`config.mk`:
```
export PLATFORM = sky130hd
export DESIGN_NAME = smd_decode
export DESIGN_NICKNAME = d
export VERILOG_FILES = /design/src/rtl/smd_pkg.sv /design/src/rtl/smd_atom_if.sv /design/src/rtl/smd_atomic_alu.sv /design/src/rtl/smd_decode.sv
export SDC_FILE = /design/constraint.sdc
export NUM_CORES = 1
export LEC_CHECK = 0
export BUFFER_PORTS_ARGS = -buffer_cell sky130_fd_sc_hd__buf_4
export CAP_MARGIN = 15
export CORE_ASPECT_RATIO = 1.2
export CORE_MARGIN = 2
export CORE_UTILIZATION = 65
export CTS_CLUSTER_SIZE = 16
export DETAILED_ROUTE_END_ITERATION = 10
export GPL_TIMING_DRIVEN = 0
export PLACE_DENSITY_LB_ADDON = 0.08
export SLEW_MARGIN = 5
export SYNTH_ARGS = -nofsm -noshare
export SYNTH_HDL_FRONTEND = slang
export SYNTH_HIERARCHICAL = 1
export SYNTH_SLANG_ARGS = --single-unit
```
`constraint.sdc`:
```
create_clock -name i_clk -period 13.5 [get_ports i_clk]
set_clock_uncertainty 0.1 [all_clocks]
set_input_delay 2.025 -clock i_clk [delete_from_list [all_inputs] [get_ports i_clk]]
set_output_delay 2.025 -clock i_clk [all_outputs]
set_load 0.05 [all_outputs]
```
`src/rtl/smd_pkg.sv`:
```
// Overview of operation
// - Private group sends every active lane address to per-item private space.
// - Global group sends every active lane address straight to global memory.
// - Op 16 loads a byte, upper 24 destination bits zero.
// - Op 17 loads a byte, bit 7 copied into all upper bits.
// - Op 18 loads halfword zero-extended; op 19 loads halfword sign-extended.
// - Ops 20-23 load one to four words into consecutive destinations, unconverted.
// - Global op 24 stores data bits 7:0; op 25 stores bits 23:16.
// - Global op 26 stores data bits 15:0; op 27 stores bits 31:16.
// - Global ops 28-31 store one to four words from consecutive data registers.
// - Ops 32/34 put zero-padded byte in bits 15:0; 33/35 in 31:16.
// - Op 36 writes loaded halfword to bits 15:0; op 37 to 31:16.
// - Op 65 takes replacement from data word 0, comparison from word 1.
// - Compare-exchange always writes back, operand on match else old value, and always returns the old value.
// - Ops 68/70 store signed min/max of operand and old word, return old.
// - Ops 69/71 store unsigned min/max of operand and old word, return old.
// - Op 75 writes zero if old >= operand, else old plus one.
// - Op 76 writes operand if old zero or above operand, else old minus one.
// - Ops 96/97 work on word pairs; 97 compares against data words 2:3.
package smd_pkg;

  localparam logic [6:0] OP_LOAD_BYTE_ZERO_EXT = 7'h10;
  localparam logic [6:0] OP_LOAD_BYTE_SIGN_EXT = 7'h11;
  localparam logic [6:0] OP_LOAD_HALF_ZERO_EXT = 7'h12;
  localparam logic [6:0] OP_LOAD_HALF_SIGN_EXT = 7'h13;
  localparam logic [6:0] OP_LOAD_WORD_FIRST = 7'h14;
  localparam logic [6:0] OP_LOAD_WORD_LAST = 7'h17;
  localparam logic [6:0] OP_STORE_BYTE = 7'h18;
  localparam logic [6:0] OP_STORE_BYTE_UPPER_HALF = 7'h19;
  localparam logic [6:0] OP_STORE_HALF = 7'h1a;
  localparam logic [6:0] OP_STORE_HALF_UPPER = 7'h1b;
  localparam logic [6:0] OP_STORE_WORD_FIRST = 7'h1c;
  localparam logic [6:0] OP_STORE_WORD_LAST = 7'h1f;
  localparam logic [6:0] OP_LOAD_BYTE_LOW_HALF = 7'h20;
  localparam logic [6:0] OP_LOAD_BYTE_UPPER_HALF = 7'h21;
  localparam logic [6:0] OP_LOAD_SBYTE_LOW_HALF = 7'h22;
  localparam logic [6:0] OP_LOAD_SBYTE_UPPER_HALF = 7'h23;
  localparam logic [6:0] OP_LOAD_HALF_LOW = 7'h24;
  localparam logic [6:0] OP_LOAD_HALF_UPPER = 7'h25;
  localparam logic [6:0] OP_EXCHANGE = 7'h40;
  localparam logic [6:0] OP_COMPARE_EXCHANGE = 7'h41;
  localparam logic [6:0] OP_ATOM_ADD = 7'h42;
  localparam logic [6:0] OP_ATOM_SUB = 7'h43;
  localparam logic [6:0] OP_ATOM_SMIN = 7'h44;
  localparam logic [6:0] OP_ATOM_UMIN = 7'h45;
  localparam logic [6:0] OP_ATOM_SMAX = 7'h46;
  localparam logic [6:0] OP_ATOM_UMAX = 7'h47;
  localparam logic [6:0] OP_ATOM_AND = 7'h48;
  localparam logic [6:0] OP_ATOM_OR = 7'h49;
  localparam logic [6:0] OP_ATOM_XOR = 7'h4a;
  localparam logic [6:0] OP_WRAP_INCREMENT = 7'h4b;
  localparam logic [6:0] OP_WRAP_DECREMENT = 7'h4c;
  localparam logic [6:0] OP_EXCHANGE_WIDE = 7'h60;
  localparam logic [6:0] OP_COMPARE_EXCHANGE_WIDE = 7'h61;

  localparam logic [31:0] WORD_RST = 32'h0;
  localparam logic [1:0] IDX_RST = 2'h0;
  localparam logic [6:0] OP_RST = 7'h0;

  typedef enum logic {
    SMD_SEG_PRIVATE = 1'b0,
    SMD_SEG_GLOBAL = 1'b1
  } smd_seg_e;

  typedef enum logic [2:0] {
    SMD_IDLE = 3'b000,
    SMD_LOAD = 3'b001,
    SMD_STORE = 3'b010,
    SMD_ATOM_RD = 3'b011,
    SMD_ATOM_WR = 3'b100
  } smd_state_e;

  typedef struct packed {
    logic legal;
    smd_state_e first;
    logic [1:0] last;
  } smd_dec_s;

endpackage

```
`src/rtl/smd_atom_if.sv`:
```
`timescale 1ns/1ps
interface smd_atom_if;
  logic [6:0] op;
  logic [63:0] old_val;
  logic [63:0] operand;
  logic [63:0] compare;
  logic [63:0] new_val;

  modport alu (input op, input old_val, input operand, input compare, output new_val);
  modport ctl (output op, output old_val, output operand, output compare, input new_val);
endinterface

```
`src/rtl/smd_atomic_alu.sv`:
```
`timescale 1ns/1ps
module smd_atomic_alu
  import smd_pkg::*;
(
  smd_atom_if.alu a // Old value in, new value out
);

  logic [31:0] old_w;
  logic [31:0] opd_w;
  logic [31:0] lo_w;
  logic s_less;
  logic u_less;

  assign old_w = a.old_val[31:0];
  assign opd_w = a.operand[31:0];
  assign s_less = $signed(opd_w) < $signed(old_w);
  assign u_less = opd_w < old_w;

  always_comb begin
    lo_w = old_w;
    a.new_val = a.old_val;
    unique case (a.op)
      OP_EXCHANGE: lo_w = opd_w;
      OP_ATOM_ADD: lo_w = old_w + opd_w;
      OP_ATOM_SUB: lo_w = old_w - opd_w;
      OP_ATOM_AND: lo_w = old_w & opd_w;
      OP_ATOM_OR: lo_w = old_w | opd_w;
      OP_ATOM_XOR: lo_w = old_w ^ opd_w;
      OP_ATOM_SMIN: lo_w = s_less ? opd_w : old_w;
      OP_ATOM_SMAX: lo_w = (!s_less && opd_w != old_w) ? opd_w : old_w;
      OP_ATOM_UMIN: lo_w = u_less ? opd_w : old_w;
      OP_ATOM_UMAX: lo_w = (opd_w > old_w) ? opd_w : old_w;
      OP_WRAP_INCREMENT: lo_w = (old_w >= opd_w) ? WORD_RST : old_w + 32'h1;
      OP_WRAP_DECREMENT: lo_w = (old_w == WORD_RST || old_w > opd_w) ? opd_w : old_w - 32'h1;
      OP_COMPARE_EXCHANGE: lo_w = (old_w == a.compare[31:0]) ? opd_w : old_w;
      default: lo_w = old_w;
    endcase
    a.new_val = {a.old_val[63:32], lo_w};
    if (a.op == OP_EXCHANGE_WIDE) begin
      a.new_val = a.operand;
    end else if (a.op == OP_COMPARE_EXCHANGE_WIDE) begin
      a.new_val = (a.old_val == a.compare) ? a.operand : a.old_val;
    end
  end

endmodule

```
`src/rtl/smd_decode.sv`:
```
`timescale 1ns/1ps
module smd_decode
  import smd_pkg::*;
(
  input wire logic i_clk, // Core clock
  input wire logic i_rst_n, // Async reset, active low
  input wire logic i_issue_valid, // Instruction offered
  output logic o_issue_ready, // Idle, can take one
  input wire logic i_issue_seg, // 0 private, 1 global
  input wire logic [6:0] i_issue_op, // Opcode field
  input wire logic [31:0] i_issue_addr, // Lane byte address
  input wire logic [3:0][31:0] i_issue_data, // Data words 0..3
  output logic o_mem_req, // Access request, held to ack
  output logic o_mem_seg, // 0 private, 1 global
  output logic o_mem_we, // Write access
  output logic [31:0] o_mem_addr, // Byte address
  output logic [3:0] o_mem_be, // Byte lanes
  output logic [31:0] o_mem_wdata, // Write data
  output logic o_mem_lock, // Held over an atomic sequence
  input wire logic i_mem_ack, // Access done, one cycle
  input wire logic [31:0] i_mem_rdata, // Read data with ack
  output logic o_wb_valid, // Destination write, one cycle
  output logic [1:0] o_wb_idx, // Destination register offset
  output logic [31:0] o_wb_data, // Destination data
  output logic o_wb_lo_en, // Write bits 15:0
  output logic o_wb_hi_en, // Write bits 31:16
  output logic o_illegal // Opcode refused, one cycle
);

  // ----------------------------------------------------------------
  // Decode
  // ----------------------------------------------------------------
  function automatic smd_dec_s decode(input logic seg, input logic [6:0] op);
    smd_dec_s d;
    d.legal = 1'b0;
    d.first = SMD_IDLE;
    d.last = IDX_RST;
    if (op >= OP_LOAD_BYTE_ZERO_EXT && op <= OP_LOAD_WORD_LAST) begin
      d.legal = 1'b1;
      d.first = SMD_LOAD;
      if (op >= OP_LOAD_WORD_FIRST) begin
        d.last = op[1:0];
      end
    end else if (seg == SMD_SEG_GLOBAL) begin
      // Private group holds only the plain loads
      if (op >= OP_STORE_BYTE && op <= OP_STORE_WORD_LAST) begin
        d.legal = 1'b1;
        d.first = SMD_STORE;
        if (op >= OP_STORE_WORD_FIRST) begin
          d.last = op[1:0];
        end
      end else if (op >= OP_LOAD_BYTE_LOW_HALF && op <= OP_LOAD_HALF_UPPER) begin
        d.legal = 1'b1;
        d.first = SMD_LOAD;
      end else if (op >= OP_EXCHANGE && op <= OP_WRAP_DECREMENT) begin
        d.legal = 1'b1;
        d.first = SMD_ATOM_RD;
      end else if (op == OP_EXCHANGE_WIDE || op == OP_COMPARE_EXCHANGE_WIDE) begin
        d.legal = 1'b1;
        d.first = SMD_ATOM_RD;
        d.last = 2'h1;
      end
    end
    return d;
  endfunction

  smd_dec_s dec;
  logic accept;

  assign dec = decode(i_issue_seg, i_issue_op);
  assign accept = i_issue_valid && o_issue_ready && dec.legal;

  // ----------------------------------------------------------------
  // Captured instruction
  // ----------------------------------------------------------------
  smd_state_e state_reg;
  logic [6:0] op_reg;
  logic seg_reg;
  logic [31:0] addr_reg;
  logic [3:0][31:0] data_reg;
  logic [1:0] last_reg;
  logic [1:0] idx_reg;
  logic launch_reg;
  logic [63:0] old_reg;
  logic done;

  assign done = o_mem_req && i_mem_ack;

  always_ff @(posedge i_clk or negedge i_rst_n) begin
    if (!i_rst_n) begin
      op_reg <= OP_RST;
      seg_reg <= SMD_SEG_PRIVATE;
      addr_reg <= WORD_RST;
      data_reg <= '0;
      last_reg <= IDX_RST;
    end else if (accept) begin
      op_reg <= i_issue_op;
      seg_reg <= i_issue_seg;
      addr_reg <= i_issue_addr;
      data_reg <= i_issue_data;
      last_reg <= dec.last;
    end
  end

  // ----------------------------------------------------------------
  // Sequencer
  // ----------------------------------------------------------------
  always_ff @(posedge i_clk or negedge i_rst_n) begin
    if (!i_rst_n) begin
      state_reg <= SMD_IDLE;
      idx_reg <= IDX_RST;
      launch_reg <= 1'b0;
      o_issue_ready <= 1'b1;
      o_mem_lock <= 1'b0;
    end else if (accept) begin
      state_reg <= dec.first;
      idx_reg <= IDX_RST;
      launch_reg <= 1'b1;
      o_issue_ready <= 1'b0;
      // Lock keeps the read and write of an atomic indivisible
      o_mem_lock <= (dec.first == SMD_ATOM_RD);
    end else if (done) begin
      if (idx_reg != last_reg) begin
        idx_reg <= idx_reg + 2'h1;
        launch_reg <= 1'b1;
      end else if (state_reg == SMD_ATOM_RD) begin
        state_reg <= SMD_ATOM_WR;
        idx_reg <= IDX_RST;
        launch_reg <= 1'b1;
      end else begin
        state_reg <= SMD_IDLE;
        o_issue_ready <= 1'b1;
        o_mem_lock <= 1'b0;
      end
    end else begin
      launch_reg <= 1'b0;
    end
  end

  always_ff @(posedge i_clk or negedge i_rst_n) begin
    if (!i_rst_n) begin
      o_illegal <= 1'b0;
    end else begin
      o_illegal <= i_issue_valid && o_issue_ready && !dec.legal;
    end
  end

  // ----------------------------------------------------------------
  // Atomic datapath
  // ----------------------------------------------------------------
  smd_atom_if atom ();

  assign atom.op = op_reg;
  assign atom.old_val = old_reg;
  // replacement from word 0 (words 0:1 wide), comparison from word 1 (words 2:3 for op 97)
  assign atom.operand = {data_reg[1], data_reg[0]};
  assign atom.compare = (op_reg == OP_COMPARE_EXCHANGE_WIDE) ?
                        {data_reg[3], data_reg[2]} : {WORD_RST, data_reg[1]};

  smd_atomic_alu u_alu (
    .a(atom.alu)
  );

  always_ff @(posedge i_clk or negedge i_rst_n) begin
    if (!i_rst_n) begin
      old_reg <= '0;
    end else if (done && state_reg == SMD_ATOM_RD) begin
      if (idx_reg[0]) begin
        old_reg[63:32] <= i_mem_rdata;
      end else begin
        old_reg[31:0] <= i_mem_rdata;
      end
    end
  end

  // ----------------------------------------------------------------
  // Memory access
  // ----------------------------------------------------------------
  logic sub_byte;
  logic sub_half;
  logic [31:0] acc_addr;
  logic [3:0] acc_be;
  logic [31:0] acc_wdata;
  logic [7:0] st_byte;
  logic [15:0] st_half;

  assign sub_byte = op_reg == OP_LOAD_BYTE_ZERO_EXT || op_reg == OP_LOAD_BYTE_SIGN_EXT ||
                    (op_reg >= OP_LOAD_BYTE_LOW_HALF && op_reg <= OP_LOAD_SBYTE_UPPER_HALF) ||
                    op_reg == OP_STORE_BYTE || op_reg == OP_STORE_BYTE_UPPER_HALF;
  assign sub_half = op_reg == OP_LOAD_HALF_ZERO_EXT || op_reg == OP_LOAD_HALF_SIGN_EXT ||
                    op_reg == OP_LOAD_HALF_LOW || op_reg == OP_LOAD_HALF_UPPER ||
                    op_reg == OP_STORE_HALF || op_reg == OP_STORE_HALF_UPPER;
  assign st_byte = (op_reg == OP_STORE_BYTE_UPPER_HALF) ? data_reg[0][23:16] : data_reg[0][7:0];
  assign st_half = (op_reg == OP_STORE_HALF_UPPER) ? data_reg[0][31:16] : data_reg[0][15:0];

  always_comb begin
    acc_addr = addr_reg + {28'h0, idx_reg, 2'b00};
    acc_be = 4'hf;
    acc_wdata = data_reg[idx_reg];
    if (sub_byte) begin
      acc_addr = addr_reg;
      acc_be = 4'h1 << addr_reg[1:0];
      acc_wdata = {4{st_byte}};
    end else if (sub_half) begin
      acc_addr = addr_reg;
      acc_be = addr_reg[1] ? 4'hc : 4'h3;
      acc_wdata = {2{st_half}};
    end else if (state_reg == SMD_ATOM_WR) begin
      acc_wdata = idx_reg[0] ? atom.new_val[63:32] : atom.new_val[31:0];
    end
  end

  always_ff @(posedge i_clk or negedge i_rst_n) begin
    if (!i_rst_n) begin
      o_mem_req <= 1'b0;
      o_mem_seg <= SMD_SEG_PRIVATE;
      o_mem_we <= 1'b0;
      o_mem_addr <= WORD_RST;
      o_mem_be <= 4'h0;
      o_mem_wdata <= WORD_RST;
    end else if (launch_reg) begin
      o_mem_req <= 1'b1;
      // segment fixed by the group, never checked per address
      o_mem_seg <= seg_reg;
      o_mem_we <= (state_reg == SMD_STORE) || (state_reg == SMD_ATOM_WR);
      o_mem_addr <= acc_addr;
      o_mem_be <= acc_be;
      // word stores from consecutive data registers
      o_mem_wdata <= acc_wdata;
    end else if (done) begin
      o_mem_req <= 1'b0;
    end
  end

  // ----------------------------------------------------------------
  // Destination write-back
  // ----------------------------------------------------------------
  logic [7:0] ld_byte;
  logic [15:0] ld_half;

  assign ld_byte = i_mem_rdata[{addr_reg[1:0], 3'b000} +: 8];
  assign ld_half = addr_reg[1] ? i_mem_rdata[31:16] : i_mem_rdata[15:0];

  always_ff @(posedge i_clk or negedge i_rst_n) begin
    if (!i_rst_n) begin
      o_wb_valid <= 1'b0;
      o_wb_idx <= IDX_RST;
      o_wb_data <= WORD_RST;
      o_wb_lo_en <= 1'b0;
      o_wb_hi_en <= 1'b0;
    end else begin
      o_wb_valid <= done && (state_reg == SMD_LOAD || state_reg == SMD_ATOM_RD);
      o_wb_idx <= idx_reg;
      o_wb_lo_en <= 1'b1;
      o_wb_hi_en <= 1'b1;
      // words land unconverted at consecutive offsets
      o_wb_data <= i_mem_rdata;
      if (state_reg == SMD_LOAD) begin
        unique case (op_reg)
          OP_LOAD_BYTE_ZERO_EXT: o_wb_data <= {24'h0, ld_byte};
          OP_LOAD_BYTE_SIGN_EXT: o_wb_data <= {{24{ld_byte[7]}}, ld_byte};
          OP_LOAD_HALF_ZERO_EXT: o_wb_data <= {16'h0, ld_half};
          OP_LOAD_HALF_SIGN_EXT: o_wb_data <= {{16{ld_half[15]}}, ld_half};
          // padded with zero even for the signed forms
          OP_LOAD_BYTE_LOW_HALF, OP_LOAD_SBYTE_LOW_HALF: begin
            o_wb_data <= {16'h0, 8'h0, ld_byte};
            o_wb_hi_en <= 1'b0;
          end
          OP_LOAD_BYTE_UPPER_HALF, OP_LOAD_SBYTE_UPPER_HALF: begin
            o_wb_data <= {8'h0, ld_byte, 16'h0};
            o_wb_lo_en <= 1'b0;
          end
          OP_LOAD_HALF_LOW: begin
            o_wb_data <= {16'h0, ld_half};
            o_wb_hi_en <= 1'b0;
          end
          OP_LOAD_HALF_UPPER: begin
            o_wb_data <= {ld_half, 16'h0};
            o_wb_lo_en <= 1'b0;
          end
          default: o_wb_data <= i_mem_rdata;
        endcase
      end
    end
  end
endmodule

```
==> results.json, run 1 <==
{
  "status": "stopped before the end",
  "lastStage": "global routing",
  "stop_error": "[ERROR GRT-0116] Global routing finished with congestion. Check the congestion regions in the DRC Viewer.",
  "syn_inst": 3141,
  "synth_compound_area_share_pct": 20.7,
  "ys_seq_area_share_pct": 30.3,
  "cts_htree_levels": 2,
  "cts_hold_buf": 0,
  "grt_first_pass_wirelength_um": 241000,
  "synthMuxAreaShare_pct": 19.1,
  "gr-total-overflow": 95,
  "synthFlopType": "dfrtp_1",
  "post_cts_buffers": 0,
  "synth-edff-count": 0,
  "io_pins": 315,
  "syn-num-nets": 3481,
  "io_buffers": 313,
  "syn_area_mm2": 0.0290,
  "die_w_um": 197,
  "die_h_um": 235,
  "async_flop_share_pct": 100,
  "ys_ff_latch": 351,
  "synth_top_family_by_area": "compound AO/OA/AOI/OAI gates",
  "cts_inserted_buffers": 36,
  "ctsResizeCount": 0,
  "yosysUniqueCellTypes": 105,
  "clk_path_buf_depth": 3,
  "grt_max_degree": 122,
  "rows": 84,
  "syn_area_per_cell_um2": 9.24,
  "routabilityCongestion": 1.15,
  "root_buffer": "clkbuf_16",
  "hpwl_um": 108000,
  "synth_xor_area_share_pct": 4.59,
  "cts.sinks": 351,
  "ys_warn_count": 6,
  "grt_usage_pct": 70.2,
  "yosys.area_share.simple_pct": 14.1,
  "initial_core_util_pct": 66.1,
  "grt_pass1_vias": 35200,
  "synth_adder_area_share_pct": 5.94
}
-- synthesized netlist by cell type (36+ instances only) --
library cell	instances	area share, %
dfrtp_1	350	30
nor2_1	278	3.6
a21oi_1	244	4.2
mux2_2	219	8.5
nand2_1	162	2.1
o21ai_0	148	2.6
clkbuf_1	143	1.8
ha_1	133	5.7
inv_1	103	1.3
mux2_4	96	5.0
mux2i_1	90	3.1
xor2_1	83	2.5
xnor2_1	69	2.1
buf_2	60	1.0
a211oi_1	59	1.5
nor3_1	58	1.0
nand4_1	55	1.2
nand3_1	54	0.93
a221oi_1	48	1.4
and2_1	43	0.93
nor4_1	36	0.78
-- stage by stage --
step	instances	area (um^2)	setup WS, ns
after global placement	4013	32100	5.55
after detailed placement	4017	32200	5.58
after CTS	4081	33400	5.45
after floorplan	3141	29000	8.52
-- cells by family after synthesis --
group           Yosys count
mux                     438
compound gates          894
xor+xnor                152
flops                   351
simple gates            821
fa+ha+maj               136
buf+inv                 349
-- routing by layer --
layer	GRT usage [%]	GRT overflow
met2	91.3	51
met5	8.47	0
met4	71.2	43
met1	70.8	1
met3	48.7	0
==> run 2: changes to the inputs <==
CORE_ASPECT_RATIO = unset   (was 1.2)
CORE_UTILIZATION = 40   (was 65)
CTS_CLUSTER_SIZE = unset   (was 16)
PLACE_DENSITY_LB_ADDON = 0.15   (was 0.08)
==> run 2 against run 1 <==
Net effect:
- the flow now finishes without violations
- synthesized cell count unchanged
- area after synthesis unchanged
==> results.json, run 2 <==
{
  "layout_common_cells": "dfrtp_1, buf_4, nor2_1",
  "clock_latency_ns": 0.59,
  "power_switching_uw": 4260,
  "status": "complete, no violations",
  "irDropWorstVdd_uv": 162,
  "reg2reg_depth": 19,
  "min_path_cells": 2,
  "drcViolationCount": 0,
  "tritoncts": "done",
  "routed_via_density": 6.46,
  "combPwrFrac_pct": 58.4,
  "vias": 29000,
  "worstSetupStartpointType": "flop",
  "rows": 98,
  "crit_path_cell_trace": "buf_2, nor4b_2, and4b_1, buf_2, buf_2, mux2_2, xor2_1, nor4_1, nand4_1, nor2_2, nand2_1, o21ai_1, clkbuf_1, clkbuf_1, a21oi_1, a31oi_1, mux2i_1, a211oi_1, o22a_1",
  "hpwl_um": 122000,
  "final_util_pct": 47.6,
  "syn_area_mm2": 0.0290,
  "hold_start": "o_mem_be[2]",
  "synth.top_cells.by_area": "dfrtp_1, mux2_2, ha_1",
  "syn_inst": 3141,
  "first_pass_iters": 6,
  "post_cts_buffers": 0,
  "ys_ff_latch": 351,
  "end_kind": "flop",
  "ys_top_cells_by_count": "dfrtp_1, nor2_1, a21oi_1",
  "layout_commonest_cell": "dfrtp_1",
  "place_area_mm2": 0.0327,
  "worstHoldEndpoint": "o_mem_be[2]",
  "syn_area_per_cell_um2": 9.24,
  "synth_top_area_share_pct": 30.2,
  "grt_max_degree": 109,
  "hold_path.class": "reg2reg",
  "finalCriticalPeriod_ns": 8.95,
  "cpMaxStageDelayCell": "nor2_2",
  "slew_headroom_pct": 14.4,
  "io_pins": 315,
  "worst_pin_slew_ns": 1.28,
  "syn-num-nets": 3481,
  "ctsResizeCount": 0,
  "cts_hold_buf": 0,
  "yosysMostFrequentCell": "dfrtp_1",
  "report.final.slew_viol_count": 0,
  "setup_viol": 0,
  "p_seq_share_pct": 27.8,
  "die_w_um": 273,
  "leakage_uw": 0.0148,
  "fin_tns_setup_ns": 0,
  "layout-drive-gt1-share_pct": 24.9,
  "ant_nets": 0,
  "cp.required_ns": 13.91,
  "async_flop_share_pct": 100,
  "holdWs_ns": 0.394,
  "reg2reg_to": "o_mem_wdata[9]",
  "r2r_start": "atom.op[3]",
  "die_area_mm2": 0.0747,
  "drtIter0Drc": 3704,
  "clk_path_buf_depth": 3,
  "r2r_slack_ns": 4.55,
  "nets": 3846,
  "rsz0062_at_grt": "false",
  "ys_warn_count": 6,
  "power_frac_clock_pct": 13.8,
  "initial_core_util_pct": 40.5,
  "hold_viol_final": 0,
  "antenna_found_initial": 6,
  "powerDensity_mw_per_mm2": 236,
  "io_buffers": 313,
  "worst_ep_arrival_time_ns": 9.36,
  "grt_pass1_vias": 27900,
  "path_class": "reg2reg",
  "ys_seq_area_share_pct": 30.3,
  "gr-total-overflow": 0,
  "n_fill_cell": 7032,
  "synth-edff-count": 0,
  "clkTransAtPathRegs_ns": 0.06,
  "root_buffer": "clkbuf_16",
  "finalCritPeriodShare_pct": 66.3,
  "grt_first_pass_wirelength_um": 213000,
  "routabilityCongestion": 1.06,
  "die_h_um": 273,
  "cts_htree_levels": 2,
  "yosys.area.top_type": "dfrtp_1",
  "slowest_delay_ns": 1.00,
  "design_area_mm2": 0.0341,
  "intPower_uw": 3790,
  "cts_inserted_buffers": 40,
  "max_freq_ghz": 0.112,
  "maxCapViolCount": 0,
  "cp_common_cell": "buf_2",
  "synthFlopType": "dfrtp_1",
  "wl_per_cell_um": 33.9,
  "syn2layout_area_growth_pct": 17.5,
  "yosysUniqueCellTypes": 105,
  "grt_usage_pct": 39.8,
  "swShare_pct": 53.0,
  "worstPathMaxFanout": 11,
  "finalWirelength_um": 152000,
  "cts.sinks": 351,
  "coreArea_mm2": 0.0716
}
## run 2: cell counts after synthesis
Identical to the previous run, type by type.
## run 2: metrics by stage
stage	setup slack [ns]	power (uW)	instances
5_1_grt	4.67	8350	4490
3_3_place_gp	4.66	6780	4404
6_report	4.55	8050	4491
4_1_cts	4.95	7900	4487
2_1_floorplan	8.52	4910	3141
3_5_place_dp	4.97	6760	4414
## run 2: per-layer routing
layer	vias up	routed length (um)	global-route usage [%]
li1	12400	-	-
met1	14400	60100	51.2
met2	1778	68300	62.6
met3	425	13900	7.81
met4	4	9840	22.1
met5	-	23	0
## run 2: area by class of cell
class | count | area [um^2] | share of cell area, %
clock inverter | 14 | 174 | 0.510
tap | 950 | 1190 | 3.49
buffer | 239 | 1100 | 3.24
antenna | 4 | 10.0 | 0.0294
inverter | 110 | 413 | 1.21
multi-input combinational | 2441 | 18800 | 55.0
sequential | 351 | 8780 | 25.8
timing repair buffer | 323 | 2500 | 7.34
clock buffer | 59 | 1170 | 3.44
## run 2: power by group through the flow
stage | Clock [uW] | Combinational (uW) | Sequential [uW]
after detailed placement | 0 | 4550 | 2210
after floorplan | 0 | 2600 | 2310
after global placement | 0 | 4560 | 2210
after CTS | 1120 | 4580 | 2200
final | 1110 | 4700 | 2240
after global routing | 1170 | 4930 | 2260
## run 2: cell families after synthesis
| family | count (synthesis) | share of synthesized area, % |
|---|---|---|
| xor+xnor | 152 | 4.59 |
| simple gates | 821 | 14.1 |
| flops | 351 | 30.3 |
| buf+inv | 349 | 5.23 |
| fa+ha+maj | 136 | 5.94 |
| compound gates | 894 | 20.7 |
| mux | 438 | 19.1 |
## run 2: worst max-delay path by stage
stage / startpoint / to / slack (ns) / cells after the start
after floorplan: atom.op[3] / o_mem_wdata[14] / 8.52 / 20
after global placement: atom.op[3] / o_mem_wdata[12] / 4.66 / 20
after detailed placement: atom.op[3] / o_mem_wdata[9] / 4.97 / 19
after CTS: atom.op[3] / o_mem_wdata[9] / 4.95 / 19
after global routing: atom.op[5] / o_mem_wdata[9] / 4.67 / 18
final: atom.op[3] / o_mem_wdata[9] / 4.55 / 19
## run 2: critical path, delay by kind of cell, from the launching register on
family | cells | cell delay, ns
xor gates and xnor gates | 1 | 0.17
and+or+nand+nor | 6 | 2.92
DFF | 1 | 0.49
AOI/OAI and AO/OA | 5 | 2.07
muxes | 2 | 0.62
buffers and inverters | 5 | 2.47
Note: power is estimated with default switching activity, not from simulation.
==> run 3: changes to the inputs <==
ABC_AREA = 1   (was unset)
clock period = 8 ns   (was 13.5 ns; I/O delays follow)
==> run 3 against run 2 <==
Net effect:
- sequential power increased by 48%
- sequential share of layout area fell by 2.3 points
- via count up 34%
- register-to-register slack worse by 3.5 ns
- global-route usage rose by 2.7 points
- utilization is 1.0 points lower
- total power is 52% higher
- sequential cell count did not move
==> results.json, run 3 <==
{
  "status": "complete, no violations",
  "finalCritPeriodShare_pct": 86.7,
  "grt_first_pass_wirelength_um": 255000,
  "syn_inst": 5281,
  "final_util_pct": 46.6,
  "finalWirelength_um": 182000,
  "synthFlopType": "dfrtp_1",
  "die_area_mm2": 0.0834,
  "cts_hold_buf": 0,
  "clk_path_buf_depth": 3,
  "hold_viol_final": 0,
  "rows": 104,
  "layout_common_cells": "nand2_1, nor2_1, o21ai_0",
  "post-place-ws_ns": 1.49,
  "grt_pass1_vias": 36700,
  "intPower_uw": 5310,
  "synth-edff-count": 0,
  "layout_commonest_cell": "nand2_1",
  "syn_area_mm2": 0.0324,
  "fin_ws_ns": 1.07,
  "tritoncts": "done",
  "finalCriticalPeriod_ns": 6.93,
  "yosysUniqueCellTypes": 60,
  "irDropWorstVdd_uv": 280,
  "antenna_found_initial": 10,
  "worst_pin_slew_ns": 1.17,
  "vias": 38800,
  "power_frac_clock_pct": 14.7,
  "report.final.slew_viol_count": 0,
  "rsz0062_at_grt": "false",
  "min_path_cells": 2,
  "slowest_delay_ns": 0.89,
  "grt_max_degree": 98,
  "yosys.area.top_type": "dfrtp_1",
  "async_flop_share_pct": 100,
  "nets": 5977,
  "ys_warn_count": 6,
  "cts_htree_levels": 2,
  "crit_path_cell_trace": "buf_2, nand4_1, clkbuf_1, clkbuf_1, nand2_1, o21ai_0, xnor2_1, nand2_1, nor2_1, nand2_2, nor2_8, nand2_4, nor3_4, inv_2, o21ai_4, buf_6, mux2_1, nor2_1, nor3_1, o21ai_0, a21oi_1",
  "p_seq_share_pct": 27.1,
  "die_w_um": 289,
  "powerDensity_mw_per_mm2": 326,
  "ys_ff_latch": 351,
  "n_fill_cell": 8907,
  "maxCapViolCount": 0,
  "worstPathMaxFanout": 10,
  "cts_inserted_buffers": 36,
  "dr_wl_met2_um": 82500,
  "crit_path_start": "atom.op[0]",
  "syn-num-nets": 5621,
  "gr-total-overflow": 0,
  "wl_met3_um": 14200,
  "root_buffer": "clkbuf_16",
  "path_class": "reg2reg",
  "cts.sinks": 351,
  "clkTransAtPathRegs_ns": 0.06,
  "drcViolationCount": 0,
  "wirelength_met1_um": 67800,
  "cpMaxStageDelayCell": "o21ai_0",
  "routed_via_density": 5.77,
  "clock_latency_ns": 0.54,
  "initial_core_util_pct": 40.3,
  "wl_per_cell_um": 27.1,
  "ctsResizeCount": 0,
  "crit_family": "simple AND/OR/NAND/NOR gates",
  "grt_usage_pct": 42.4,
  "synth.top_cells.by_area": "dfrtp_1, nand2_1, nor2_1",
  "routed.top_layer": "met5",
  "power_switching_uw": 6910,
  "holdWs_ns": 0.387,
  "hold_path.class": "reg2reg",
  "ys_seq_area_share_pct": 27.1,
  "layout-drive-gt1-share_pct": 11.3,
  "drtIter0Drc": 4066,
  "path_buf_inv": 5,
  "post_cts_buffers": 0,
  "power_uw": 12200,
  "ant_nets": 0,
  "worst_ep_arrival_time_ns": 7.21,
  "synth_top_area_share_pct": 27.0,
  "io_buffers": 314,
  "fin_tns_setup_ns": 0,
  "r2r_start": "atom.op[0]",
  "reg2reg_to": "o_mem_wdata[11]",
  "slew_headroom_pct": 21.8,
  "coreArea_mm2": 0.0804,
  "max_freq_ghz": 0.144,
  "syn2layout_area_growth_pct": 15.4,
  "combPwrFrac_pct": 58.1,
  "hpwl_um": 151000,
  "swShare_pct": 56.5,
  "io_pins": 315,
  "leakage_uw": 0.0188,
  "cp.required_ns": 8.27,
  "r2r_slack_ns": 1.07,
  "cp-endpoint": "o_mem_wdata[11]",
  "ys_top_cells_by_count": "nand2_1, nor2_1, o21ai_0",
  "routabilityCongestion": 1.05,
  "path_depth": 21,
  "end_kind": "flop",
  "worstSetupStartpointType": "flop",
  "first_pass_iters": 6,
  "setup_viol": 0,
  "die_h_um": 289,
  "yosysMostFrequentCell": "nand2_1",
  "syn_area_per_cell_um2": 6.14,
  "reg2reg_depth": 21
}
## run 3: worst min path at each step
stage                         startpoint             end  slack (ns)
final                     o_mem_addr[14]  o_mem_addr[14]        0.39
after CTS                 o_mem_addr[13]  o_mem_addr[13]        0.39
after global placement         o_mem_seg       o_mem_seg        0.36
after floorplan               idx_reg[1]     o_wb_idx[1]        0.28
after detailed placement       o_mem_seg       o_mem_seg        0.37
after global routing      o_mem_addr[18]  o_mem_addr[18]        0.41
## run 3: metal layers
layer  up-vias  global-route usage (%)
li1      17900                       -
met5         -                       0
met4         8                    34.2
met1     18300                    50.4
met3       520                    5.74
met2      2125                    68.8
## run 3: area by class of cell
| type | instances | area (um^2) | share of cell area, % |
|---|---|---|---|
| antenna | 8 | 20.0 | 0.0534 |
| buffer | 298 | 1460 | 3.91 |
| clock buffer | 54 | 1080 | 2.88 |
| clock inverter | 9 | 128 | 0.341 |
| inverter | 575 | 2180 | 5.81 |
| multi-input combinational | 4057 | 20000 | 53.5 |
| sequential | 351 | 8780 | 23.5 |
| tap | 1060 | 1330 | 3.54 |
| timing repair buffer | 318 | 2450 | 6.55 |
## run 3: worst register-to-register path: stages, from the launching register on
cell and delay, ns:
dfrtp_1 0.64, buf_2 0.30, nand4_1 0.44, clkbuf_1 0.36, clkbuf_1 0.36, nand2_1 0.13, o21ai_0 0.23, xnor2_1 0.55
nand2_1 0.09, nor2_1 0.14, nand2_2 0.14, nor2_8 0.29, nand2_4 0.17, nor3_4 0.40, inv_2 0.17, o21ai_4 0.43
buf_6 0.25, mux2_1 0.34, nor2_1 0.11, nor3_1 0.07, o21ai_0 0.89, a21oi_1 0.16
## run 3: through the flow
step	cells	instance area, um^2
finish	6730	37500
global route	6726	37400
CTS	6722	37400
detailed placement	6659	36200
global placement	6655	36100
floorplan	5281	32400
## run 3: logic make-up (layout without fill, tap and decap cells)
family | count (synthesis) | in the layout | synth area share, %
AOI/OAI and AO/OA | 1197 | 1197 | 19.6
xor gates and xnor gates | 93 | 93 | 2.51
adders and majority gates | 136 | 136 | 5.31
buffers and inverters | 873 | 1254 | 11.2
DFF | 351 | 351 | 27.1
muxes | 22 | 22 | 0.764
other | 0 | 8 | 0
and+or+nand+nor | 2609 | 2609 | 33.6
## run 3: power groups by stage
stage | Combinational, uW | Clock (uW) | Sequential [uW]
after floorplan | 3670 | 0 | 3510
after global routing | 7540 | 1870 | 3350
final | 7110 | 1800 | 3320
after global placement | 6830 | 0 | 3280
after detailed placement | 6880 | 0 | 3290
after CTS | 6900 | 1810 | 3260
